<file path="config.mk">
export PLATFORM = sky130hd
export DESIGN_NAME = usbrd_mode_ctrl
export DESIGN_NICKNAME = d
export VERILOG_FILES = /design/src/core/usbrd_pkg.sv /design/src/core/usbrd_mode_ctrl.sv
export SDC_FILE = /design/constraint.sdc
export NUM_CORES = 1
export LEC_CHECK = 0
export CORE_UTILIZATION = 30
export CTS_CLUSTER_DIAMETER = 200
export DETAILED_ROUTE_END_ITERATION = 16
export DONT_BUFFER_PORTS = 1
export MAX_ROUTING_LAYER = met4
export PLACE_DENSITY = 0.51
export SYNTH_ARGS = -nofsm -noshare
export SYNTH_HDL_FRONTEND = slang
export SYNTH_SLANG_ARGS = --single-unit
</file>
<file path="constraint.sdc">
create_clock -name i_ref_clk -period 2.9 [get_ports i_ref_clk]
set_input_delay 0.435 -clock i_ref_clk [delete_from_list [all_inputs] [get_ports i_ref_clk]]
set_output_delay 0.435 -clock i_ref_clk [all_outputs]
set_load 0.03 [all_outputs]
</file>
<file path="src/core/usbrd_pkg.sv">
// usbrd_pkg: constants, types and field layout of the redriver
// mode control block.
// assumes a single 100 MHz clock and the plain register port.
//
// Functional notes
// RULE1 - straps set gain and select control mode
// RULE2 - latch straps once, then drop bias resistors
// RULE3 - four levels decode to 00, 01, 10, 11
// RULE4 - setting is high code above low code
// RULE5 - two pins pick one of sixteen settings
// RULE6 - connector and system paths gained separately
// RULE7 - register mode uses the three gain registers
// RULE8 - equalizer off while LFPS is seen
// RULE9 - orientation from pin or register by mode
// RULE10 - enable low kills paths; orientation picks lane
// RULE11 - link state from physical conditions only
// RULE12 - enabled link in exactly one of four states
// RULE13 - repeat detection; found receiver enables termination
// RULE14 - stay disconnected until both ends terminate
// RULE15 - U0 redrives; both idle goes to U1
// RULE16 - U1 keeps terminations and common mode
// RULE17 - U2/U3 detects; missing termination disconnects
// RULE18 - U2/U3 goes to U0 on LFPS
// RULE19 - U2/U3 terminations on, common mode off
// RULE20 - disconnect detection interval at most 12 ms
// RULE21 - output idles within 10 ns of input; here redrive drops on the third clock edge after the input goes idle
// RULE22 - U1 exits to U0 or ages into U2/U3
// RULE23 - disable returns link to disconnect
package usbrd_pkg;
  // ------------------------------------------------------------
  // timing
  // ------------------------------------------------------------
  localparam int CLK_NS = 10;
  localparam int T_CFG_HD_NS = 10000;
  localparam int CFG_HD_CYC = (T_CFG_HD_NS + CLK_NS - 1) / CLK_NS;
  localparam int T_RXDET_INTV_MS = 12;
  localparam int RXDET_CYC = T_RXDET_INTV_MS * 1000000 / CLK_NS;
  localparam int T_IDLE_ENTRY_NS = 10;
  localparam int IDLE_ENTRY_CYC = T_IDLE_ENTRY_NS / CLK_NS;
  localparam int STRAP_SETTLE_CYC = 3;
  localparam int U1_DWELL_CYC = 2000;
  // ------------------------------------------------------------
  // register map
  // ------------------------------------------------------------
  localparam int AW = 4;
  localparam int DW = 8;
  localparam logic [3:0] OFS_CTRL = 4'h0;
  localparam logic [3:0] OFS_GAIN_A = 4'h1;
  localparam logic [3:0] OFS_GAIN_B = 4'h2;
  localparam logic [3:0] OFS_GAIN_SYS = 4'h3;
  localparam logic [3:0] OFS_STATUS = 4'h4;
  localparam logic [3:0] OFS_STRAP = 4'h5;
  localparam int CTRL_EN_BIT = 0;
  localparam int CTRL_ORIENT_BIT = 1;
  localparam logic [1:0] RST_CTRL = 2'h0;
  localparam logic [3:0] RST_GAIN = 4'h0;
  // ------------------------------------------------------------
  // straps
  // ------------------------------------------------------------
  localparam int NSTRAP = 5;
  localparam int ST_CFG = 0;
  localparam int ST_RX_LO = 1;
  localparam int ST_RX_HI = 2;
  localparam int ST_SYS_LO = 3;
  localparam int ST_SYS_HI = 4;
  localparam logic [1:0] LVL_0 = 2'h0;
  // link states, gray along disc-u0-u1-u23
  typedef enum logic [1:0] {
    ST_DISC = 2'h0,
    ST_U0 = 2'h1,
    ST_U1 = 2'h3,
    ST_U23 = 2'h2
  } usbrd_state_e;
  typedef struct packed {
    logic far_term_ufp;
    logic far_term_dfp;
    logic rxdet_done;
    logic eidle_ufp;
    logic eidle_dfp;
    logic lfps;
  } usbrd_phy_s;
  typedef struct packed {
    logic [3:0] lane_a;
    logic [3:0] lane_b;
    logic [3:0] sys_tx;
  } usbrd_eq_s;
  typedef struct packed {
    logic lane_a_en;
    logic lane_b_en;
  } usbrd_route_s;
endpackage

</file>
<file path="src/core/usbrd_mode_ctrl.sv">
// usbrd_mode_ctrl: strap capture, equalizer select, lane mux and
// link power state tracking of the redriver.
// assumes thermometer comparator outputs per strap pin and
// asynchronous phy status levels; one clock, plain register port.
//
// Chosen here: the placing of the registers and the strobed register port.
`timescale 1ns/1ps
`default_nettype none
module usbrd_mode_ctrl #(
  parameter int RXDET_CYC = usbrd_pkg::RXDET_CYC,
  parameter int U1_DWELL = usbrd_pkg::U1_DWELL_CYC
) (
  input wire logic i_ref_clk,
  input wire logic i_nrst,
  input wire logic [usbrd_pkg::NSTRAP-1:0][2:0] i_strap_lvl,
  input wire logic i_orient_pin,
  input wire logic i_path_enable_pin,
  input wire usbrd_pkg::usbrd_phy_s i_phy,
  input wire logic [usbrd_pkg::AW-1:0] i_addr,
  input wire logic [usbrd_pkg::DW-1:0] i_wdata,
  input wire logic i_wr,
  input wire logic i_rd,
  output logic [usbrd_pkg::DW-1:0] o_rdata,
  output logic o_strap_bias_en,
  output usbrd_pkg::usbrd_eq_s o_eq,
  output logic o_eq_en,
  output usbrd_pkg::usbrd_route_s o_route,
  output logic o_rxdet_req,
  output logic o_rx_term_en,
  output logic o_tx_cm_en,
  output logic o_redrive_en,
  output logic [1:0] o_link_state
);
  // ------------------------------------------------------------
  // input synchronisers
  // ------------------------------------------------------------
  localparam int NRAW = usbrd_pkg::NSTRAP * 3 + 8;
  localparam int CW = $clog2(RXDET_CYC + 1);
  localparam int HW = 12;
  localparam int UW = $clog2(U1_DWELL + 1);
  logic [NRAW-1:0] raw;
  logic [NRAW-1:0] meta_q;
  logic [NRAW-1:0] sync_q;
  assign raw = {i_strap_lvl, i_orient_pin, i_path_enable_pin, i_phy};
  // two flops per pin before any logic looks at it
  genvar k;
  generate
    for (k = 0; k < NRAW; k++) begin : g_sync
      always_ff @(posedge i_ref_clk or negedge i_nrst) begin
        if (!i_nrst) begin
          meta_q[k] <= 1'b0;
          sync_q[k] <= 1'b0;
        end else begin
          meta_q[k] <= raw[k];
          sync_q[k] <= meta_q[k];
        end
      end
    end
  endgenerate
  usbrd_pkg::usbrd_phy_s phy;
  logic orient_pin_s;
  logic path_en_pin_s;
  logic [usbrd_pkg::NSTRAP-1:0][2:0] lvl_s;
  assign phy = sync_q[5:0];
  assign path_en_pin_s = sync_q[6];
  assign orient_pin_s = sync_q[7];
  assign lvl_s = sync_q[NRAW-1:8];

  // ------------------------------------------------------------
  // strap decode and capture
  // ------------------------------------------------------------
  // level code is the number of tripped comparators
  logic [usbrd_pkg::NSTRAP-1:0][1:0] code;
  generate
    for (k = 0; k < usbrd_pkg::NSTRAP; k++) begin : g_dec
      assign code[k] = {1'b0, lvl_s[k][0]} + {1'b0, lvl_s[k][1]}
                     + {1'b0, lvl_s[k][2]}; // RULE3
    end
  endgenerate
  logic [HW-1:0] hd_cnt_q;
  logic strap_done_q;
  logic [usbrd_pkg::NSTRAP-1:0][1:0] strap_q;
  localparam logic [HW-1:0] LATCH_AT = HW'(usbrd_pkg::STRAP_SETTLE_CYC);
  localparam logic [HW-1:0] BIAS_OFF_AT =
    HW'(usbrd_pkg::STRAP_SETTLE_CYC + usbrd_pkg::CFG_HD_CYC);
  wire latch_now = (hd_cnt_q == LATCH_AT);
  wire hd_run = (hd_cnt_q != BIAS_OFF_AT);
  // count from reset release: latch once, then isolate bias
  always_ff @(posedge i_ref_clk or negedge i_nrst) begin
    if (!i_nrst) begin
      hd_cnt_q <= '0;
      strap_done_q <= 1'b0;
      strap_q <= '0;
      o_strap_bias_en <= 1'b1;
    end else begin
      if (hd_run) hd_cnt_q <= hd_cnt_q + 1'b1;
      if (latch_now) begin
        strap_q <= code; // RULE2
        strap_done_q <= 1'b1;
      end
      if (!hd_run) o_strap_bias_en <= 1'b0; // RULE2
    end
  end
  // register mode when the config strap is not level 0
  wire reg_mode = strap_q[usbrd_pkg::ST_CFG] != usbrd_pkg::LVL_0; // RULE1
  wire [3:0] strap_rx_eq =
    {strap_q[usbrd_pkg::ST_RX_HI], strap_q[usbrd_pkg::ST_RX_LO]}; // RULE4
  wire [3:0] strap_sys_eq =
    {strap_q[usbrd_pkg::ST_SYS_HI], strap_q[usbrd_pkg::ST_SYS_LO]}; // RULE4

  // ------------------------------------------------------------
  // register port
  // ------------------------------------------------------------
  logic [1:0] ctrl_q;
  logic [3:0] gain_a_q;
  logic [3:0] gain_b_q;
  logic [3:0] gain_sys_q;
  usbrd_pkg::usbrd_state_e state_q;
  wire wr_ctrl = i_wr && (i_addr == usbrd_pkg::OFS_CTRL);
  wire wr_ga = i_wr && (i_addr == usbrd_pkg::OFS_GAIN_A);
  wire wr_gb = i_wr && (i_addr == usbrd_pkg::OFS_GAIN_B);
  wire wr_gs = i_wr && (i_addr == usbrd_pkg::OFS_GAIN_SYS);
  // software writes, read-only offsets ignore writes
  always_ff @(posedge i_ref_clk or negedge i_nrst) begin
    if (!i_nrst) begin
      ctrl_q <= usbrd_pkg::RST_CTRL;
      gain_a_q <= usbrd_pkg::RST_GAIN;
      gain_b_q <= usbrd_pkg::RST_GAIN;
      gain_sys_q <= usbrd_pkg::RST_GAIN;
    end else begin
      if (wr_ctrl) ctrl_q <= i_wdata[1:0];
      if (wr_ga) gain_a_q <= i_wdata[3:0];
      if (wr_gb) gain_b_q <= i_wdata[3:0];
      if (wr_gs) gain_sys_q <= i_wdata[3:0];
    end
  end
  // read mux, unmapped offsets read zero
  logic [usbrd_pkg::DW-1:0] rd_mux;
  always_comb begin
    rd_mux = '0;
    unique case (i_addr)
      usbrd_pkg::OFS_CTRL: rd_mux = {6'h00, ctrl_q};
      usbrd_pkg::OFS_GAIN_A: rd_mux = {4'h0, gain_a_q};
      usbrd_pkg::OFS_GAIN_B: rd_mux = {4'h0, gain_b_q};
      usbrd_pkg::OFS_GAIN_SYS: rd_mux = {4'h0, gain_sys_q};
      usbrd_pkg::OFS_STATUS: rd_mux = {3'h0, strap_done_q,
        o_strap_bias_en, reg_mode, state_q};
      usbrd_pkg::OFS_STRAP: rd_mux = {strap_sys_eq, strap_rx_eq};
      default: rd_mux = '0;
    endcase
  end
  // read data stands only in the cycle after the strobe
  always_ff @(posedge i_ref_clk or negedge i_nrst) begin
    if (!i_nrst) o_rdata <= '0;
    else o_rdata <= i_rd ? rd_mux : '0;
  end

  // ------------------------------------------------------------
  // mode selection of enable, orientation and gains
  // ------------------------------------------------------------
  wire path_en = reg_mode ? ctrl_q[usbrd_pkg::CTRL_EN_BIT]
                          : path_en_pin_s;
  wire orient = reg_mode ? ctrl_q[usbrd_pkg::CTRL_ORIENT_BIT]
                         : orient_pin_s; // RULE9
  usbrd_pkg::usbrd_eq_s eq_sel;
  // connector lanes share the rx straps, system tx has its own
  assign eq_sel.lane_a = reg_mode ? gain_a_q : strap_rx_eq; // RULE6 RULE7
  assign eq_sel.lane_b = reg_mode ? gain_b_q : strap_rx_eq; // RULE7
  assign eq_sel.sys_tx = reg_mode ? gain_sys_q : strap_sys_eq; // RULE5
  usbrd_pkg::usbrd_route_s route_d;
  assign route_d.lane_a_en = path_en && !orient; // RULE10
  assign route_d.lane_b_en = path_en && orient; // RULE10
  // equalizer enable and lanes held off until straps are known; lfps turns equalizer off
  always_ff @(posedge i_ref_clk or negedge i_nrst) begin
    if (!i_nrst) begin
      o_eq <= '0;
      o_eq_en <= 1'b0;
      o_route <= '0;
    end else begin
      o_eq <= eq_sel;
      o_eq_en <= strap_done_q && !phy.lfps; // RULE8
      o_route <= strap_done_q ? route_d : '0;
    end
  end

  // ------------------------------------------------------------
  // link power state machine
  // ------------------------------------------------------------
  wire link_en = strap_done_q && path_en;
  wire both_idle = phy.eidle_ufp && phy.eidle_dfp; // RULE11
  wire both_term = phy.far_term_ufp && phy.far_term_dfp;
  logic [CW-1:0] det_cnt_q;
  logic [UW-1:0] u1_cnt_q;
  wire det_state = (state_q == usbrd_pkg::ST_DISC)
                || (state_q == usbrd_pkg::ST_U23);
  wire det_fire = link_en && det_state && (det_cnt_q == '0);
  wire u1_aged = (u1_cnt_q == UW'(U1_DWELL));
  usbrd_pkg::usbrd_state_e state_d;
  // next state from observed terminations, idle and lfps
  always_comb begin
    state_d = state_q;
    unique case (state_q)
      usbrd_pkg::ST_DISC:
        if (phy.rxdet_done && both_term) state_d = usbrd_pkg::ST_U0; // RULE14
      usbrd_pkg::ST_U0:
        if (both_idle) state_d = usbrd_pkg::ST_U1; // RULE15 RULE21
      usbrd_pkg::ST_U1:
        if (!both_idle) state_d = usbrd_pkg::ST_U0; // RULE22
        else if (u1_aged) state_d = usbrd_pkg::ST_U23; // RULE22
      usbrd_pkg::ST_U23:
        if (phy.lfps) state_d = usbrd_pkg::ST_U0; // RULE18
        else if (phy.rxdet_done && !both_term)
          state_d = usbrd_pkg::ST_DISC; // RULE17
    endcase
    if (!link_en) state_d = usbrd_pkg::ST_DISC; // RULE23
  end
  // state, detection interval and u1 dwell counters
  always_ff @(posedge i_ref_clk or negedge i_nrst) begin
    if (!i_nrst) begin
      state_q <= usbrd_pkg::ST_DISC;
      det_cnt_q <= '0;
      u1_cnt_q <= '0;
      o_rxdet_req <= 1'b0;
    end else begin
      state_q <= state_d; // RULE12
      o_rxdet_req <= det_fire; // RULE13
      if (!det_state || !link_en) det_cnt_q <= '0;
      else if (det_fire) det_cnt_q <= CW'(RXDET_CYC - 1); // RULE20
      else det_cnt_q <= det_cnt_q - 1'b1;
      if (state_q != usbrd_pkg::ST_U1) u1_cnt_q <= '0;
      else if (!u1_aged) u1_cnt_q <= u1_cnt_q + 1'b1;
    end
  end
  // per-state drive of terminations, common mode and redrive
  assign o_rx_term_en = state_q != usbrd_pkg::ST_DISC; // RULE13 RULE19
  assign o_tx_cm_en = (state_q == usbrd_pkg::ST_U0)
                   || (state_q == usbrd_pkg::ST_U1); // RULE16 RULE19
  assign o_redrive_en = state_q == usbrd_pkg::ST_U0; // RULE15
  assign o_link_state = state_q;
endmodule // usbrd_mode_ctrl
`default_nettype wire

</file>
# After elaboration in Yosys (flattened, before gate mapping)

Cells that the tools add are included.

Flip-flop bits (word level): 142
Bits of input ports: 39
Output and inout bits: 30
Logic and storage cells: 147

Add/sub/neg operators: 13
Equal/unequal tests: 17
Mux-type cells: 20
Reduce and logical (&&, ||, !) cells: 28

Operators with widths:

| operator                                                 | number |
|---|---|
| case mux 8 bit (6 select lines)                          | 1 |
| 2-to-1 mux 21 bit                                        | 2 |
| 2-to-1 mux 11 bit                                        | 2 |
| zero test 21 bit                                         | 1 |
| subtractor 21 x 1 -> 21 bit (second input constant)      | 1 |
| 2-to-1 mux 2 bit                                         | 8 |
| logical AND 1 bit                                        | 14 |
| adder 12 x 1 -> 12 bit (second input constant)           | 1 |
| == test 12 x 2 -> 1 bit (second input constant)          | 1 |
| 2-to-1 mux 4 bit                                         | 3 |
| inequality test 12 x 10 -> 1 bit (second input constant) | 1 |
| adder 11 x 1 -> 11 bit (second input constant)           | 1 |
| == test 11 bit (second input constant)                   | 1 |
| adder 1 x 1 -> 2 bit                                     | 5 |
| adder 2 x 1 -> 2 bit                                     | 5 |
| == test 4 x 2 -> 1 bit (second input constant)           | 2 |
| == test 4 x 3 -> 1 bit (second input constant)           | 2 |
| 2-to-1 mux 8 bit                                         | 1 |
| case mux 2 bit (4 select lines)                          | 1 |
| inequality test 3 x 2 -> 1 bit (second input constant)   | 2 |
| zero test 1 bit                                          | 5 |
| == test 2 bit (second input constant)                    | 2 |
| == test 4 x 1 -> 1 bit (second input constant)           | 1 |
| zero test 4 bit                                          | 1 |
| other kinds (10)                                         | 14 |

# Logic depth before layout (Yosys ltp)

Depth after elaboration: 7
Gate-level depth with buffers: 6
Mapped depth without buffers: 6

# Worst setup path before layout

No wires, ideal clock.

Path type: register -> register
Start point: register det_cnt_q[12]
End point: register det_cnt_q[17]
Setup time: 82 ps
Data arrival time: 1827 ps
Required time: 2818 ps
Slack: 991 ps
Cell stages (with the launch flop): 6
Buffers on the path: 1
Clock period less this slack: 1909 ps
Path through: dfrtp_1 -> or4_1 -> buf_2 -> or3_1 -> or3_1 -> a31oi_1

Longest elaborated chain between the ends: 4
Elaborated cells between the ends (all ways): 5
Those cells by class: add/sub (1); mux (2); reduce/logical (2)

Ends and longest elaborated chain:

| what                                                                | line                   | source |
|---|---|---|
| start, declared                                                     | usbrd_mode_ctrl.sv:192 | `logic [CW-1:0] det_cnt_q;` |
| start signal, assigned                                              | usbrd_mode_ctrl.sv:228 | `else if (det_fire) det_cnt_q <= CW'(RXDET_CYC - 1);` |
| start signal, assigned                                              | usbrd_mode_ctrl.sv:229 | `else det_cnt_q <= det_cnt_q - 1'b1;` |
| branches (longest 2 deep; another with subtractor 21 x 1 -> 21 bit) | -                      |  |
| 2-to-1 mux 21 bit (*)                                               | usbrd_mode_ctrl.sv:228 |  |
| 2-to-1 mux 21 bit (*)                                               | usbrd_mode_ctrl.sv:227 | `if (!det_state \|\| !link_en) det_cnt_q <= '0;` |

Every way passes the cells marked *.
A chain may end at the register's enable or synchronous reset.

# Final worst setup path

Start point: register det_cnt_q[6]
End point: register det_cnt_q[19]

Same word-level chain as after synthesis.

==> impl_metrics.yaml <==
setup_path:
  cp-end-kind: "register"
  critPathArrivalTime_ns: 2.49
  startpoint_type: "register"
  worstPathMaxFanout: 9
  worst-endpoint-required_ns: 3.24
  path_class: "reg -> reg"
logic_synthesis:
  synth.area.mux_share: 0.0669
  synth_top_family_by_area: "simple AND/OR/NAND/NOR gates"
  async_reset_ff_frac: 1.00
  synth-compound-area-share: 0.0537
  synthFlopType: "dfrtp_1"
  ys_warn_count: 0
  synth-xor-area-share: 0.0487
  syn_avg_cell_area_um2: 12.4
  ys_types: 48
  synth-edff-count: 0
  synth.cell_area_um2: 5570
  syn_inst: 449
  yosysSeqAreaShare: 0.638
  synth-seq-cells: 142
  synth-simple-area-share: 0.150
  synthAdderAreaFrac: 0.0269
  synth_fp_nets: 497
global_routing:
  antenna_found_initial: 0
  grt_start_max_net_pins: 143
  grt_pass1_vias: 3384
  grt-ovfl-total: 0
  grt_usage: 0.129
  grt_pass1_wl_um: 18100
floorplan:
  start_util: 0.308
  io_pins: 69
  die_width_um: 138
  core_region_area_um2: 18100
  die_h_um: 138
  rows: 49
  die-area_um2: 19100
power_and_ir_drop:
  p_switching_mw: 1.78
  p_sw_frac: 0.315
  powerDensity_nw_per_um2: 886
  p_leak_nw: 2.79
  p_int_mw: 3.88
  p_comb_frac: 0.185
  seqPwrFrac: 0.450
  p_total_mw: 5.66
  power.share.clock: 0.365
  ir_drop_mv: 0.502
placed_design:
  port_buffers: 0
  post-place-ws_ns: 0.801
  dp_hpwl_um: 7320
  finalWeightedCongestion: 0.838
  placed_area_um2: 5820
sta:
  skew_ns: 0.00661
  slew_viol_final: 0
  slew_headroom: 0.527
  final.period_utilization: 0.742
  fin_crit_ns: 2.15
  hold_ws_ns: -0.294
  fin_tns_setup_ns: 0
  finalSetupViolCount: 0
  fmax_ghz: 0.465
  fin_ws_ns: 0.748
  rsz0062_at_grt: "no"
  finalHoldViolations: 142
  worst_pin_slew_ns: 0.708
clock_network:
  clkLatencyLatePin_ns: 0.42
  cts_root_buf: "clkbuf_16"
  htree_levels: 4
  cts_tree: "yes"
  clkSlewWorstSetupHoldPaths_ns: 0.06
  cts_resized: 0
  cts_inserted_buffers: 17
  clockBufferDepth: 2
  cts.sinks: 142
drt:
  routedWlPerCell_um: 15.4
  drc_errors: 12
  wirelength_um: 10700
  drt-initial-drc-count: 227
  vias_per_cell: 4.80
  postRouteAntennaNets: 0
  drtPass1Iterations: 10
  route.vias.total: 3347
finish:
  area_delta_synth_final_pct: 14.6
  final_common_cell: "dfrtp_1"
  fin_area_um2: 6390
  nNetsFinal: 504
  drive_gt1_frac: 0.154
  antenna_cells: 0
  layout_common_cells: "141 x dfrtp_1, 55 x nand2_1, 38 x nor2_1"
status:
  failed_checks: "design-rule violations, negative hold slack"
  outcome: "finished with violations"
flow_run:
  max-cap-violations: 0
min_path:
  holdCritPathClass: "in -> async"
-- synth_stat cells (6+ instances only) --
cell type	number	area share
and3_1	7	0.0079
inv_1	7	0.0047
xnor2_1	13	0.020
a21oi_1	17	0.015
mux2i_1	8	0.014
clkbuf_1	12	0.0081
xor2_1	18	0.028
nand2_1	55	0.037
nor2_1	38	0.026
mux2_2	26	0.053
nand4_1	8	0.0090
nand3_1	12	0.011
nor3_1	6	0.0054
dfrtp_1	141	0.63
-- power groups by stage --
| stage | combinational, mW | sequential [mW] | clock, mW |
|---|---|---|---|
| 3_3_place_gp | 1.01 | 2.58 | 0 |
| 5_1_grt | 1.19 | 2.58 | 2.23 |
| 2_1_floorplan | 0.873 | 2.52 | 0 |
| 4_1_cts | 1.05 | 2.55 | 2.12 |
| 6_report | 1.04 | 2.55 | 2.07 |
| 3_5_place_dp | 1.05 | 2.58 | 0 |
-- worst paths after layout --
| kind | startpoint | end | slack [ns] | cells past startpoint |
|---|---|---|---|---|
| min in group i_ref_clk | i_phy[5] | meta_q[5]$_DFF_PN0_ | 0.04 | 0 |
| max in group asynchronous | i_nrst | o_strap_bias_en$_DFFE_PN1N_ | 2.97 | 0 |
| hold / removal | i_nrst | u1_cnt_q[9]$_DFFE_PN0P_ | -0.29 | 0 |
| hold reg to reg | meta_q[18]$_DFF_PN0_ | lvl_s[10]$_DFF_PN0_ | 0.34 | 0 |
| setup reg to reg | det_cnt_q[6]$_DFF_PN0_ | det_cnt_q[19]$_DFF_PN0_ | 0.75 | 4 |
| setup / recovery | det_cnt_q[6]$_DFF_PN0_ | det_cnt_q[19]$_DFF_PN0_ | 0.75 | 4 |
-- timing repair --
item / 4_1_cts / 5_1_grt
hold endpoints to repair: 142 / 142
endpoints found under the setup margin: 0 / 0
setup buffers: 0 / 0
-- area by class of cell --
class                           count  area [µm²]
Inverter                            7        26.3
Clock inverter                     14         136
Multi-Input combinational cell    285        1930
Fill cell                        1777       11700
Sequential cell                   142        3550
Tap cell                          229         287
Clock buffer                       18         429
Timing Repair Buffer                3        22.5
-- metrics by stage --
stage / util / instances
2_1_floorplan: - / 449
3_3_place_gp: 0.322 / 666
3_5_place_dp: 0.322 / 666
4_1_cts: 0.353 / 698
5_1_grt: 0.353 / 698
6_report: 0.353 / 698
-- worst max-delay path, stage by stage, from the launching register on --
cell      delay (ns)
dfrtp_1         0.41
nor4_1          0.60
nand4b_2        0.35
or4b_1          0.54
a21oi_1         0.16
-- kinds of logic (layout without fill, tap and decap cells) --
group | Yosys count | count (layout)
AOI/OAI and AO/OA | 45 | 45
xor gates and xnor gates | 31 | 31
adders and majority gates | 9 | 9
buffers and inverters | 22 | 42
DFF | 142 | 142
muxes | 34 | 34
and+or+nand+nor | 166 | 166
-- state kept, by name, indices dropped and copies added, names as in the netlist, 8 cells and up --
signal	cells
lvl_s	15
det_cnt_q	21
meta_q	23
o_eq	12
strap_q	10
u1_cnt_q	11
o_rdata	8
hd_cnt_q	12
-- metal layers --
metal / GRT usage / wire length [µm]
met5: - / 0
met4: 0.0574 / 182
met3: 0.0426 / 729
met2: 0.182 / 4840
met1: 0.167 / 5000
No activity file was read; power rests on OpenSTA's default activity.
